File: src/design/fbs_defines.vh
`ifndef FBS_DEFINES_VH
`define FBS_DEFINES_VH
// ----------------------------------------------------------------
// front end constants
// ----------------------------------------------------------------
`define FBS_FIFO_DEPTH      4
`define FBS_FIFO_AW         2
`define FBS_FIFO_WIDTH      9
`define FBS_BYTE_W          8
`define FBS_BIT_CNT_W       3
`define FBS_BIT_LAST        3'h7
`define FBS_BIT_ZERO        3'h0
`define FBS_FIRST_POS       8
// one-hot transaction states
`define FBS_ST_IDLE         3'h1
`define FBS_ST_RECV         3'h2
`define FBS_ST_SEND         3'h4
// reset values and output enable patterns
`define FBS_BYTE_RST        8'h00
`define FBS_SYNC_RST        2'h3
`define FBS_SYNC_RST_LOW    2'h0
`define FBS_OE_OFF          8'h00
`define FBS_OE_ALL          8'hFF
`define FBS_OE_SO           8'h02
`endif

File: src/design/fbs_fifo.v
`timescale 1ns/100ps
`include "fbs_defines.vh"
// ----------------------------------------------------------------
// small synchronous fifo, valid/ready on both sides
// ----------------------------------------------------------------
module fbs_fifo #(
    parameter WIDTH = `FBS_FIFO_WIDTH,
    parameter DEPTH = `FBS_FIFO_DEPTH,
    parameter AW    = `FBS_FIFO_AW
) (
    // clock and reset
    input  wire             clk_in,
    input  wire             rst_in,
    input  wire             flush_in,
    // fill side
    input  wire [WIDTH-1:0] wr_data_in,
    input  wire             wr_valid_in,
    output wire             wr_ready_out,
    // drain side
    output wire [WIDTH-1:0] rd_data_out,
    output wire             rd_valid_out,
    input  wire             rd_ready_in
);
    reg  [WIDTH-1:0] mem_r [0:DEPTH-1]; // storage words
    reg  [AW-1:0]    wr_ptr_r;          // next write slot
    reg  [AW-1:0]    rd_ptr_r;          // next read slot
    reg  [AW:0]      count_r;           // words held
    wire             push;              // word accepted
    wire             pop;               // word delivered

    assign wr_ready_out = (count_r != DEPTH[AW:0]);
    assign rd_valid_out = (count_r != {(AW+1){1'b0}});
    assign rd_data_out  = mem_r[rd_ptr_r];
    assign push         = wr_valid_in & wr_ready_out;
    assign pop          = rd_valid_out & rd_ready_in;

    // storage write; no reset needed, count guards stale words
    always @(posedge clk_in) begin
        if (push) begin
            mem_r[wr_ptr_r] <= wr_data_in;
        end
    end

    // pointers and occupancy; flush drops everything held
    always @(posedge clk_in) begin
        if (rst_in || flush_in) begin
            wr_ptr_r <= {AW{1'b0}};
            rd_ptr_r <= {AW{1'b0}};
            count_r  <= {(AW+1){1'b0}};
        end else begin
            if (push) begin
                wr_ptr_r <= wr_ptr_r + {{(AW-1){1'b0}}, 1'b1};
            end
            if (pop) begin
                rd_ptr_r <= rd_ptr_r + {{(AW-1){1'b0}}, 1'b1};
            end
            if (push && !pop) begin
                count_r <= count_r + {{AW{1'b0}}, 1'b1};
            end else if (pop && !push) begin
                count_r <= count_r - {{AW{1'b0}}, 1'b1};
            end
        end
    end
endmodule

File: src/design/fbs_front.v
`timescale 1ns/100ps
`include "fbs_defines.vh"
module fbs_front (
    // clock and reset
    input  wire       clk_in,
    input  wire       sys_rst_in,
    // bus pins from the host
    input  wire       bus_select_n_in,
    input  wire       bus_clock_true_in,
    input  wire       bus_clock_complement_in,
    input  wire       hw_reset_n_in,
    input  wire [7:0] dq_in,
    // bus pins to the host
    output reg  [7:0] dq_out,
    output reg  [7:0] dq_oe_out,
    output reg        read_strobe_out,
    output reg        read_strobe_oe_out,
    // configuration
    input  wire       cfg_octal_mode_in,
    input  wire       cfg_diff_clock_in,
    // core status and control
    input  wire       embedded_busy_in,
    input  wire       read_phase_in,
    output reg        active_mode_out,
    output reg        standby_out,
    output reg        txn_start_out,
    output reg        txn_end_out,
    output reg        rx_overrun_out,
    // received byte stream
    output wire [7:0] rx_data_out,
    output wire       rx_first_out,
    output wire       rx_valid_out,
    input  wire       rx_ready_in,
    // read data from the core
    input  wire [7:0] tx_data_in,
    input  wire       tx_valid_in,
    output wire       tx_ready_out
);
    // ----------------------------------------------------------------
    // pin synchronisers
    // ----------------------------------------------------------------
    reg  [1:0] sel_sync_r;            // select, reset to deselected
    reg  [1:0] ckt_sync_r;            // true clock
    reg  [1:0] ckc_sync_r;            // complement clock
    reg  [1:0] hwr_sync_r;            // hardware reset, idle high
    reg  [7:0] dq_s1_r;               // data first stage
    reg  [7:0] dq_s2_r;               // data second stage
    wire       sel_n;                 // synced select
    wire       rst;                   // combined internal reset

    // two flops on every pin; only stage two is read below
    always @(posedge clk_in) begin
        if (sys_rst_in) begin
            sel_sync_r <= `FBS_SYNC_RST;
            ckt_sync_r <= `FBS_SYNC_RST_LOW;
            ckc_sync_r <= `FBS_SYNC_RST_LOW;
            hwr_sync_r <= `FBS_SYNC_RST;
            dq_s1_r    <= `FBS_BYTE_RST;
            dq_s2_r    <= `FBS_BYTE_RST;
        end else begin
            sel_sync_r <= {sel_sync_r[0], bus_select_n_in};
            ckt_sync_r <= {ckt_sync_r[0], bus_clock_true_in};
            ckc_sync_r <= {ckc_sync_r[0], bus_clock_complement_in};
            hwr_sync_r <= {hwr_sync_r[0], hw_reset_n_in};
            dq_s1_r    <= dq_in;
            dq_s2_r    <= dq_s1_r;
        end
    end

    assign sel_n = sel_sync_r[1];
    // hardware reset pin reinitialises the front end past the pin synchronisers
    assign rst   = sys_rst_in | ~hwr_sync_r[1];

    // ----------------------------------------------------------------
    // select edges and mode latch
    // ----------------------------------------------------------------
    reg        sel_prev_r;            // select one cycle ago
    reg        octal_r;               // latched interface mode
    reg        diff_r;                // latched clock mode
    wire       sel_fall;              // transaction start
    wire       sel_rise;              // transaction end

    assign sel_fall = sel_prev_r & ~sel_n;
    assign sel_rise = ~sel_prev_r & sel_n;

    // modes sampled only at start so a mid-frame change cannot tear it
    always @(posedge clk_in) begin
        if (rst) begin
            sel_prev_r <= 1'b1;
            octal_r    <= 1'b0;
            diff_r     <= 1'b0;
        end else begin
            sel_prev_r <= sel_n;
            if (sel_fall) begin
                octal_r <= cfg_octal_mode_in;
                diff_r  <= cfg_diff_clock_in;
            end
        end
    end

    // ----------------------------------------------------------------
    // clock edge finder
    // ----------------------------------------------------------------
    reg        ck_lvl_r;              // effective clock level seen
    reg        ck_prev_r;             // level one cycle ago
    reg        ck_lvl_nxt;            // next effective level
    wire       ck_rise;               // rising edge or crossing
    wire       ck_fall;               // falling edge or crossing

    // differential: level only moves when the pair truly disagrees,
    // so equal samples during a slow crossing hold the last state
    always @* begin
        ck_lvl_nxt = ck_lvl_r;
        if (!diff_r) begin
            ck_lvl_nxt = ckt_sync_r[1];
        end else if (ckt_sync_r[1] && !ckc_sync_r[1]) begin
            ck_lvl_nxt = 1'b1;
        end else if (!ckt_sync_r[1] && ckc_sync_r[1]) begin
            ck_lvl_nxt = 1'b0;
        end
    end

    // edges are only meaningful while selected
    always @(posedge clk_in) begin
        if (rst) begin
            ck_lvl_r  <= 1'b0;
            ck_prev_r <= 1'b0;
        end else begin
            ck_lvl_r  <= ck_lvl_nxt;
            ck_prev_r <= ck_lvl_r;
        end
    end

    assign ck_rise = ~sel_n & ck_lvl_r & ~ck_prev_r;
    assign ck_fall = ~sel_n & ~ck_lvl_r & ck_prev_r;

    // ----------------------------------------------------------------
    // transaction state machine
    // ----------------------------------------------------------------
    localparam ST_IDLE = `FBS_ST_IDLE;  // deselected
    localparam ST_RECV = `FBS_ST_RECV;  // command, address, write data
    localparam ST_SEND = `FBS_ST_SEND;  // read data out

    reg  [2:0] state_r;               // current state
    reg  [2:0] state_nxt;             // next state

    always @* begin
        state_nxt = state_r;
        case (state_r)
            ST_IDLE: begin
                if (sel_fall) begin
                    state_nxt = ST_RECV;
                end
            end
            ST_RECV: begin
                if (sel_n) begin
                    state_nxt = ST_IDLE;
                end else if (read_phase_in) begin
                    state_nxt = ST_SEND;
                end
            end
            ST_SEND: begin
                if (sel_n) begin
                    state_nxt = ST_IDLE;
                end else if (!read_phase_in) begin
                    state_nxt = ST_RECV;
                end
            end
            default: begin
                state_nxt = ST_IDLE;
            end
        endcase
    end

    always @(posedge clk_in) begin
        if (rst) begin
            state_r <= ST_IDLE;
        end else begin
            state_r <= state_nxt;
        end
    end

    // ----------------------------------------------------------------
    // receive path
    // ----------------------------------------------------------------
    reg  [7:0] rx_shift_r;            // single-bit assembly
    reg  [2:0] rx_bits_r;             // bits gathered so far
    reg        rx_first_r;            // next byte opens the frame
    reg  [8:0] rx_word_r;             // word offered to the fifo
    reg        rx_push_r;             // offer strobe
    wire       fifo_ready;            // fifo has room
    wire       recv_on;               // capture allowed
    wire       fifo_flush;            // drop stale words

    assign recv_on    = (state_r == ST_RECV);
    // a new frame must never see leftovers of an aborted one
    assign fifo_flush = sel_fall;

    // single-bit: rising edge, line 0; eight-bit: every edge, all lines
    always @(posedge clk_in) begin
        if (rst || sel_rise || sel_n) begin
            rx_shift_r <= `FBS_BYTE_RST;
            rx_bits_r  <= `FBS_BIT_ZERO;
            rx_first_r <= 1'b1;
            rx_push_r  <= 1'b0;
            rx_word_r  <= {1'b0, `FBS_BYTE_RST};
        end else begin
            rx_push_r <= 1'b0;
            if (recv_on && !octal_r && ck_rise) begin
                rx_shift_r <= {rx_shift_r[6:0], dq_s2_r[0]};
                rx_bits_r  <= rx_bits_r + 3'h1;
                if (rx_bits_r == `FBS_BIT_LAST) begin
                    rx_word_r  <= {rx_first_r, rx_shift_r[6:0], dq_s2_r[0]};
                    rx_push_r  <= 1'b1;
                    rx_first_r <= 1'b0;
                end
            end else if (recv_on && octal_r && (ck_rise || ck_fall)) begin
                rx_word_r  <= {rx_first_r, dq_s2_r};
                rx_push_r  <= 1'b1;
                rx_first_r <= 1'b0;
            end
        end
    end

    // the host cannot be stalled, so a full fifo is reported, not hidden;
    // a drop that meets a frame start in one cycle still wins over the clear
    always @(posedge clk_in) begin
        if (rst) begin
            rx_overrun_out <= 1'b0;
        end else if (rx_push_r && !fifo_ready) begin
            rx_overrun_out <= 1'b1;
        end else if (sel_fall) begin
            rx_overrun_out <= 1'b0;
        end
    end

    fbs_fifo #(
        .WIDTH (`FBS_FIFO_WIDTH),
        .DEPTH (`FBS_FIFO_DEPTH),
        .AW    (`FBS_FIFO_AW)
    ) fbs_fifo_inst (
        .clk_in       (clk_in),
        .rst_in       (rst),
        .flush_in     (fifo_flush),
        .wr_data_in   (rx_word_r),
        .wr_valid_in  (rx_push_r),
        .wr_ready_out (fifo_ready),
        .rd_data_out  ({rx_first_out, rx_data_out}),
        .rd_valid_out (rx_valid_out),
        .rd_ready_in  (rx_ready_in)
    );

    // ----------------------------------------------------------------
    // send path and pin drivers
    // ----------------------------------------------------------------
    reg  [7:0] tx_shift_r;            // single-bit serialiser
    reg  [2:0] tx_bits_r;             // bits left after current
    wire       send_on;               // read phase active
    wire       tx_load;               // take a byte from the core

    assign send_on      = (state_r == ST_SEND);
    assign tx_load      = send_on & tx_valid_in &
                          (octal_r ? (ck_rise | ck_fall)
                                   : (ck_fall & (tx_bits_r == `FBS_BIT_ZERO)));
    assign tx_ready_out = tx_load;

    // drivers are flops; released whenever not in the read phase
    always @(posedge clk_in) begin
        if (rst || !send_on) begin
            dq_out             <= `FBS_BYTE_RST;
            dq_oe_out          <= `FBS_OE_OFF;
            read_strobe_out    <= 1'b0;
            read_strobe_oe_out <= 1'b0;
            tx_shift_r         <= `FBS_BYTE_RST;
            tx_bits_r          <= `FBS_BIT_ZERO;
        end else if (!octal_r) begin
            dq_oe_out          <= `FBS_OE_SO;
            read_strobe_oe_out <= 1'b0;
            if (ck_fall) begin
                if (tx_bits_r == `FBS_BIT_ZERO) begin
                    dq_out[1]  <= tx_valid_in ? tx_data_in[7] : 1'b0;
                    tx_shift_r <= tx_valid_in ? {tx_data_in[6:0], 1'b0} : `FBS_BYTE_RST;
                    tx_bits_r  <= tx_valid_in ? `FBS_BIT_LAST : `FBS_BIT_ZERO;
                end else begin
                    dq_out[1]  <= tx_shift_r[7];
                    tx_shift_r <= {tx_shift_r[6:0], 1'b0};
                    tx_bits_r  <= tx_bits_r - 3'h1;
                end
            end
        end else begin
            dq_oe_out          <= `FBS_OE_ALL;
            read_strobe_oe_out <= 1'b1;
            if (tx_load) begin
                dq_out          <= tx_data_in;
                read_strobe_out <= ~read_strobe_out;
            end
        end
    end

    // ----------------------------------------------------------------
    // mode and event outputs
    // ----------------------------------------------------------------
    always @(posedge clk_in) begin
        if (rst) begin
            active_mode_out <= 1'b0;
            standby_out     <= 1'b1;
            txn_start_out   <= 1'b0;
            txn_end_out     <= 1'b0;
        end else begin
            active_mode_out <= ~sel_n;
            standby_out     <= sel_n & ~embedded_busy_in;
            txn_start_out   <= sel_fall;
            txn_end_out     <= sel_rise;
        end
    end
endmodule

File: config.mk
export PLATFORM = sky130hd
export DESIGN_NAME = fbs_front
export DESIGN_NICKNAME = d
export VERILOG_FILES = /design/src/design/fbs_fifo.v /design/src/design/fbs_front.v
export VERILOG_INCLUDE_DIRS = /design/src /design/src/design
export SDC_FILE = /design/constraint.sdc
export NUM_CORES = 1
export LEC_CHECK = 0
export ABC_CLOCK_PERIOD_IN_PS = 3000
export BUFFER_PORTS_ARGS = -buffer_cell sky130_fd_sc_hd__buf_2
export CAP_MARGIN = 15
export CORE_MARGIN = 2
export CORE_UTILIZATION = 46
export CTS_CLUSTER_SIZE = 8
export DETAILED_ROUTE_END_ITERATION = 6
export PLACE_DENSITY = 0.67
export SLEW_MARGIN = 20
export SYNTH_ARGS = -nofsm -noshare
export SYNTH_HDL_FRONTEND = slang
export SYNTH_SLANG_ARGS = --single-unit
File: constraint.sdc
create_clock -name clk_in -period 3 [get_ports clk_in]
set_input_delay 0.3 -clock clk_in [delete_from_list [all_inputs] [get_ports clk_in]]
set_output_delay 0.3 -clock clk_in [all_outputs]
set_load 0.01 [all_outputs]
**Yosys cells after proc, flatten, opt, wreduce, memory -nomap -nowiden**

Memory sizes are Yosys's and may differ from the RTL's. A register that Yosys moved wholly into a read port is not among the register bits.
Index checks and enable logic that the tools add are counted.

- Memories: 1
- Bits in writable memories: 36
- Logic and storage cells: 142
- Bits of input ports: 28
- Register bits: 94
- Output and inout port bits: 34

Memories:

| memory | depth | width | read ports | clocked after memory_dff | write ports | line | RTL |
|---|---|---|---|---|---|---|---|
| fbs_fifo_inst.mem_r | 4 | 9 | 1 | 1 | 1 | fbs_fifo.v:24 | `reg [WIDTH-1:0] mem_r [0:DEPTH-1];` |

- Reductions and logical operators: 32
- Muxes and demuxes: 38
- $add $sub $neg: 6
- Equality and inequality tests: 11
- Bitwise gates (word level): 22

Operators with widths:

| cell | count |
|---|---|
| 2-to-1 mux 3 bit | 9 |
| 2-to-1 mux 9 bit | 3 |
| 2-to-1 mux 8 bit | 3 |
| 2-to-1 mux 1 bit | 19 |
| bitwise AND 1 bit | 12 |
| logical AND 1 bit | 9 |
| != test 3 bit (second input constant) | 3 |
| one-hot mux 3 bit (3 select lines) | 1 |
| inverter 1 bit | 8 |
| AND reduction 2 bit | 4 |
| nonzero test 2 bit | 4 |
| logical NOT 1 bit | 7 |
| adder 3 x 1 -> 3 bit (second input constant) | 2 |
| equality test 3 bit (second input constant) | 2 |
| 2-to-1 mux 2 bit | 3 |
| subtractor 3 x 1 -> 3 bit (second input constant) | 2 |
| logical OR 1 bit | 5 |
| adder 2 x 1 -> 2 bit (second input constant) | 2 |
| != test 2 x 1 -> 1 bit (second input constant) | 2 |
| equality test 3 x 1 -> 1 bit (second input constant) | 1 |
| equality test 3 x 2 -> 1 bit (second input constant) | 1 |
| logical NOT 3 bit | 1 |
| != test 3 x 1 -> 1 bit (second input constant) | 1 |
| AND reduction 3 bit | 1 |
| 3 further kinds | 4 |

**Depth between registers and ports, before layout**

- Depth in word-level cells: 8
- Gate-level depth with buffers: 8
- Mapped depth without buffers: 8

**Modules after synthesis**

From an unflattened synthesis, not the netlist that was laid out.

- Cells, all modules: 415
- Area total of the unflattened synthesis: 4847.1 µm²

By module, submodules not included:

| module | cells each | area an instance (µm²) | times used |
|---|---|---|---|
| fbs_front | 319 | 3070.4 | 1 |
| fbs_fifo | 96 | 1776.7 | 1 |

**Least setup slack after synthesis**

No wires, ideal clock.

- Path type: flip-flop to flip-flop
- Start point: register fbs_fifo_inst.count_r[0]
- End point: register fbs_fifo_inst.count_r[2]
- Setup time: 0.072 ns
- Setup slack: 0.870 ns
- Arrival time: 2.058 ns
- Clock period less this slack: 2.130 ns
- Cell stages (with the launch flop): 9
- Cells stage by stage: dfxtp_1 > or3_1 > nand2_1 > ha_1 > inv_1 > fa_1 > xor2_1 > or3_1 > a21oi_1

- Cells in the longest elaborated chain, start to end: 5

Ends and longest elaborated chain:

| item | line | RTL |
|---|---|---|
| start: declaration | fbs_fifo.v:27 | `reg [AW:0] count_r;` |
| start signal: assignment | fbs_fifo.v:49 | `count_r <= {(AW+1){1'b0}};` |
| start signal: assignment | fbs_fifo.v:58 | `count_r <= count_r + {{AW{1'b0}}, 1'b1};` |
| start signal: assignment | fbs_fifo.v:60 | `count_r <= count_r - {{AW{1'b0}}, 1'b1};` |
| nonzero test 3 bit (*) | fbs_fifo.v:32 | `assign rd_valid_out = (count_r != {(AW+1){1'b0}});` |
| via rx_valid_out | fbs_front.v:32 | `output wire rx_valid_out,` |
| bitwise AND 1 bit (*) | fbs_fifo.v:35 | `assign pop = rd_valid_out & rd_ready_in;` |
| logical NOT 1 bit | fbs_fifo.v:57 | `if (push && !pop) begin` |
| logical AND 1 bit | fbs_fifo.v:57 |  |
| 2-to-1 mux 3 bit or nonzero test 2 bit (tied branches) | -- |  |

The timed path passes the listed nets; every way through them passes the cells marked *. The select of a mux whose other input is x is not followed.
A chain may end at the register's enable or synchronous reset.

**Worst setup path in the final report**

- Start point: register tx_bits_r[0]
- End point: output port tx_ready_out

- Cells in the longest elaborated chain, start to end: 4

Ends and longest elaborated chain:

| item | line | RTL |
|---|---|---|
| start: declaration | fbs_front.v:257 | `reg [2:0] tx_bits_r;` |
| start signal: assignment | fbs_front.v:275 | `` tx_bits_r <= `FBS_BIT_ZERO; `` |
| start signal: assignment | fbs_front.v:283 | `` tx_bits_r <= tx_valid_in ? `FBS_BIT_LAST : `FBS_BIT_ZERO; `` |
| start signal: assignment | fbs_front.v:287 | `tx_bits_r <= tx_bits_r - 3'h1;` |
| logical NOT 3 bit (no line) | -- |  |
| bitwise AND 1 bit | fbs_front.v:264 | `` : (ck_fall & (tx_bits_r == `FBS_BIT_ZERO))); `` |
| 2-to-1 mux 1 bit | fbs_front.v:263 | `(octal_r ? (ck_rise \| ck_fall)` |
| bitwise AND 1 bit | fbs_front.v:262 | `assign tx_load = send_on & tx_valid_in &` |
| end: declaration | fbs_front.v:37 | `output wire tx_ready_out` |

No other way between the ends.

==> out/summary.log <==
qor: clock_network.post_cts.resized_instances 0
qor: placed_design.detailedPlacementHpwl 5.674 mm
qor: floorplanning.floorplan.die_area 11330 um^2
qor: power.power_leakage 2.108 nW
qor: global_routing.grt_pass1_wl 14.32 mm
qor: floorplanning.core_region_area 10280 um^2
qor: placed_design.preCtsSetupSlack 616.6 ps
qor: floorplanning.die_width 106.4 um
qor: worst_hold_path.min-delay-start tx_data_in[7]
qor: layout.final_cell_mix 88 x sky130_fd_sc_hd__dfxtp_1, 61 x sky130_fd_sc_hd__buf_2, 36 x sky130_fd_sc_hd__edfxtp_1, 33 x sky130_fd_sc_hd__a21oi_1, 32 x sky130_fd_sc_hd__nor2_1
qor: detailed_routing.drc_errors 0
qor: yosys.synth-edff-count 36
qor: detailed_routing.wirelength 8.481 mm
qor: critical_path.reg2regPathDepth 8
qor: global_routing.grt-ovfl-total 0
qor: timing.fin_skew 8.153 ps
qor: critical_path.setup_crit_end_kind primary output
qor: yosys.synthesis.instances 406
qor: status.run_status completed
qor: detailed_routing.num_vias 3146
qor: timing.max_clock_freq 402.7 MHz
qor: timing.max_slew_violation_count 0
qor: critical_path.crit_slowest_cell sky130_fd_sc_hd__nor2b_1
qor: critical_path.worstPathRequired 2700 ps
qor: power.post-layout-total-power 3.745 mW
qor: timing.tightest_slew 828.1 ps
qor: global_routing.first_global_vias 3118
qor: critical_path.crit_path_max_fanout 8
qor: power.power_switching 0.8970 mW
qor: placed_design.placement.cell_area 5154 um^2
qor: detailed_routing.detailedRoute.firstIterationViolations 110
qor: critical_path.timing.critical_path.from_type register
qor: yosys.synth_async_reset_ratio 0%
qor: power.p_int 2.848 mW
qor: global_routing.global_routing_usage_summed_across_all_routing_layers 16.16%
qor: clock_network.cts_hold_buf 13
qor: power.power.sequential.fraction 46.8%
qor: timing.final.setup.worst_slack 516.9 ps
qor: timing.fin_crit 2483 ps
qor: worst_hold_path.whs_endpoint dq_out[7]
qor: layout.ant_cells 0
qor: clock_network.h-tree-depth 4
qor: yosys.post_synth.cell_area_avg 11.89 um^2
qor: critical_path.r2r-end fbs_fifo_inst.count_r[2]
qor: timing.finalSetupViolCount 0
qor: placed_design.place_inst 580
qor: clock_network.clk_latency 520 ps
qor: yosys.postSynth.topFlopCell sky130_fd_sc_hd__dfxtp_1
qor: floorplanning.chipHeight 106.4 um
qor: detailed_routing.drtAntennaViolNets 0
qor: timing.post-route-period-util 82.77%
qor: yosys.postSynthRegisterBits 124
qor: clock_network.buffers_inserted_by_post_cts_timing_repair 0
qor: critical_path.cp_data_arrival_time 2180 ps
qor: clock_network.total_cts_buffers 17
qor: clock_network.cts_tree built
qor: layout.stdcell_count 625
qor: clock_network.cts.root.buffer_cell sky130_fd_sc_hd__clkbuf_8
qor: layout.final_common_cell sky130_fd_sc_hd__dfxtp_1
qor: critical_path.critPathLaunch tx_bits_r[0]
qor: layout.postLayoutCellArea 5838 um^2
qor: layout.nNetsFinal 514
qor: placed_design.finalWeightedCongestion 0.7664
qor: detailed_routing.route.detailed.wl_per_inst 13.57 um
qor: floorplanning.io-pin-count 62
qor: worst_hold_path.worst_hold_path.num_cells 3
qor: layout.layout-area-overhead-vs-synth 20.97%
qor: worst_hold_path.worst_hold_path_type input pin to register
qor: critical_path.crit_buf_inv 2
qor: timing.slew_headroom 44.56%
qor: layout.share_of_post_route_cells_with_drive_strength_above_1 24.74%
qor: layout.final.fill_count 906
qor: power.power.density 641.4 nW/um^2
qor: critical_path.cpLargestDelayFamily simple AND/OR/NAND/NOR gates
qor: timing.report.final.hold_viol_count 0
qor: placed_design.io_buffer_count 61
qor: floorplanning.initial_cell_density_of_the_core 46.96%
qor: power.clock_power_share 50.4%
qor: layout.postLayoutCoreUtil 56.81%
qor: power.vdd.ir_drop.worst 0.0003101 V
qor: job.timing.max_cap.violations 0
qor: clock_network.max-clock-path-buffers 2
qor: yosys.synth_cell_type_count 50
qor: critical_path.beginning_of_the_worst_register_to_register_path fbs_fifo_inst.count_r[0]
qor: critical_path.reg2reg_slack 610 ps
qor: power.combinational_share_of_power 2.7%
qor: global_routing.initial_antenna_violation_count 0
qor: timing.tns 0 ps
qor: power.switching_share 23.96%
qor: clock_network.clkSlewWorstSetupHoldPaths 60 ps
qor: detailed_routing.drt_pass1_iterations 4
qor: clock_network.tritoncts_num_sinks 124
qor: timing.unrepaired_setup_endpoints_after_global_routing false
qor: detailed_routing.via_count_normalized_by_instance_count 5.034
qor: global_routing.grt_max_degree 27
qor: yosys.mappedNetlistNets 444
qor: yosys.synthesis.area 4826 um^2
qor: critical_path.cells_along_the_critical_path inv_1 -> ha_1 -> nor2b_1 -> nand3_1 -> a21oi_1 -> buf_2
qor: critical_path.timing.setup.critical_path_class register to primary output
qor: floorplanning.site_rows 37
qor: yosys.yosysWarningCount 0
qor: timing.hold_ws 29.43 ps
qor: critical_path.critical-path-max-stage-delay 530 ps
qor: yosys.synth_seq_area_share 58.91%
[power groups by stage]
stage                     Combinational, mW  Clock, mW  Sequential (mW)
final                                 0.103       1.89             1.75
after global placement               0.0880          0             1.79
after CTS                             0.103       1.92             1.75
after floorplan                      0.0611          0             1.78
after detailed placement             0.0898          0             1.79
after global routing                  0.115       2.00             1.76
[logic make-up (layout without fill, tap and decap cells)]
family | after synthesis | after routing | synth area share (%)
AO/OA/AOI/OAI | 66 | 66 | 8.867
XOR/XNOR | 8 | 8 | 1.452
adder cells (fa/ha/maj) | 10 | 10 | 2.748
buffers and inverters | 36 | 119 | 4.304
flip-flops | 124 | 124 | 58.91
multiplexers | 28 | 28 | 8.167
AND/OR/NAND/NOR | 134 | 134 | 15.56
[layout make-up]
| class | instances | area (um^2) | share of cell area, % |
|---|---|---|---|
| tap | 136 | 170.2 | 2.915 |
| clock inverter | 15 | 140.1 | 2.400 |
| inverter | 10 | 37.54 | 0.6429 |
| sequential | 124 | 2843 | 48.69 |
| clock buffer | 17 | 414.1 | 7.094 |
| timing repair buffer | 77 | 457.9 | 7.844 |
| multi-input combinational | 246 | 1775 | 30.41 |
[flip-flops by register name, indices dropped and copies added (netlist names), 3 cells and up, named ones only]
register               cells
state_r                    3
dq_s1_r                    8
rx_bits_r                  3
tx_bits_r                  3
fbs_fifo_inst.count_r      3
dq_out                     8
rx_shift_r                 7
fbs_fifo_inst.mem_r       36
tx_shift_r                 7
dq_s2_r                    8
rx_word_r                  9
[worst max path at each step]
stage / slack (ps) / cells after the start / endpoint
floorplan: 870 / 8 / fbs_fifo_inst.count_r[2]
global placement: 770 / 8 / fbs_fifo_inst.count_r[2]
detailed placement: 620 / 8 / fbs_fifo_inst.count_r[2]
CTS: 580 / 6 / tx_ready_out
global route: 410 / 8 / fbs_fifo_inst.count_r[2]
finish: 520 / 6 / tx_ready_out
[Yosys cell counts (all sizes together) (3+ instances only)]
cell type  number  area, um^2
or2             4       25.02
nand3          15       75.07
nand4           3       18.77
and3            7       43.79
nor2b          24       150.1
dfxtp          88        1762
or3             3       18.77
clkbuf          5       18.77
ha              9       112.6
and2            6       37.54
nor2           33       131.4
nor3            3       15.01
a21oi          34       173.9
xor2            7       61.31
inv            10       37.54
mux4            9       202.7
edfxtp         36        1081
mux2i          18       180.2
o21ai           7       35.03
nand2b          5       38.78
a211oi         15       122.6
buf            21       151.4
nand2          23       88.84
[tightest hold or removal path, cell delays in order]
cell and delay [ps]:
sky130_fd_sc_hd__buf_2 80, sky130_fd_sc_hd__mux2i_1 60, sky130_fd_sc_hd__nor2_1 70
[layer usage]
| metal | GRT usage, % | part of all wire (%) |
|---|---|---|
| met4 | 6.865 | 1.9 |
| met3 | 4.966 | 3.7 |
| met1 | 20.16 | 47 |
| met2 | 26.05 | 47 |
| met5 | 0 | 0 |
(Power assumes the default switching activity.)
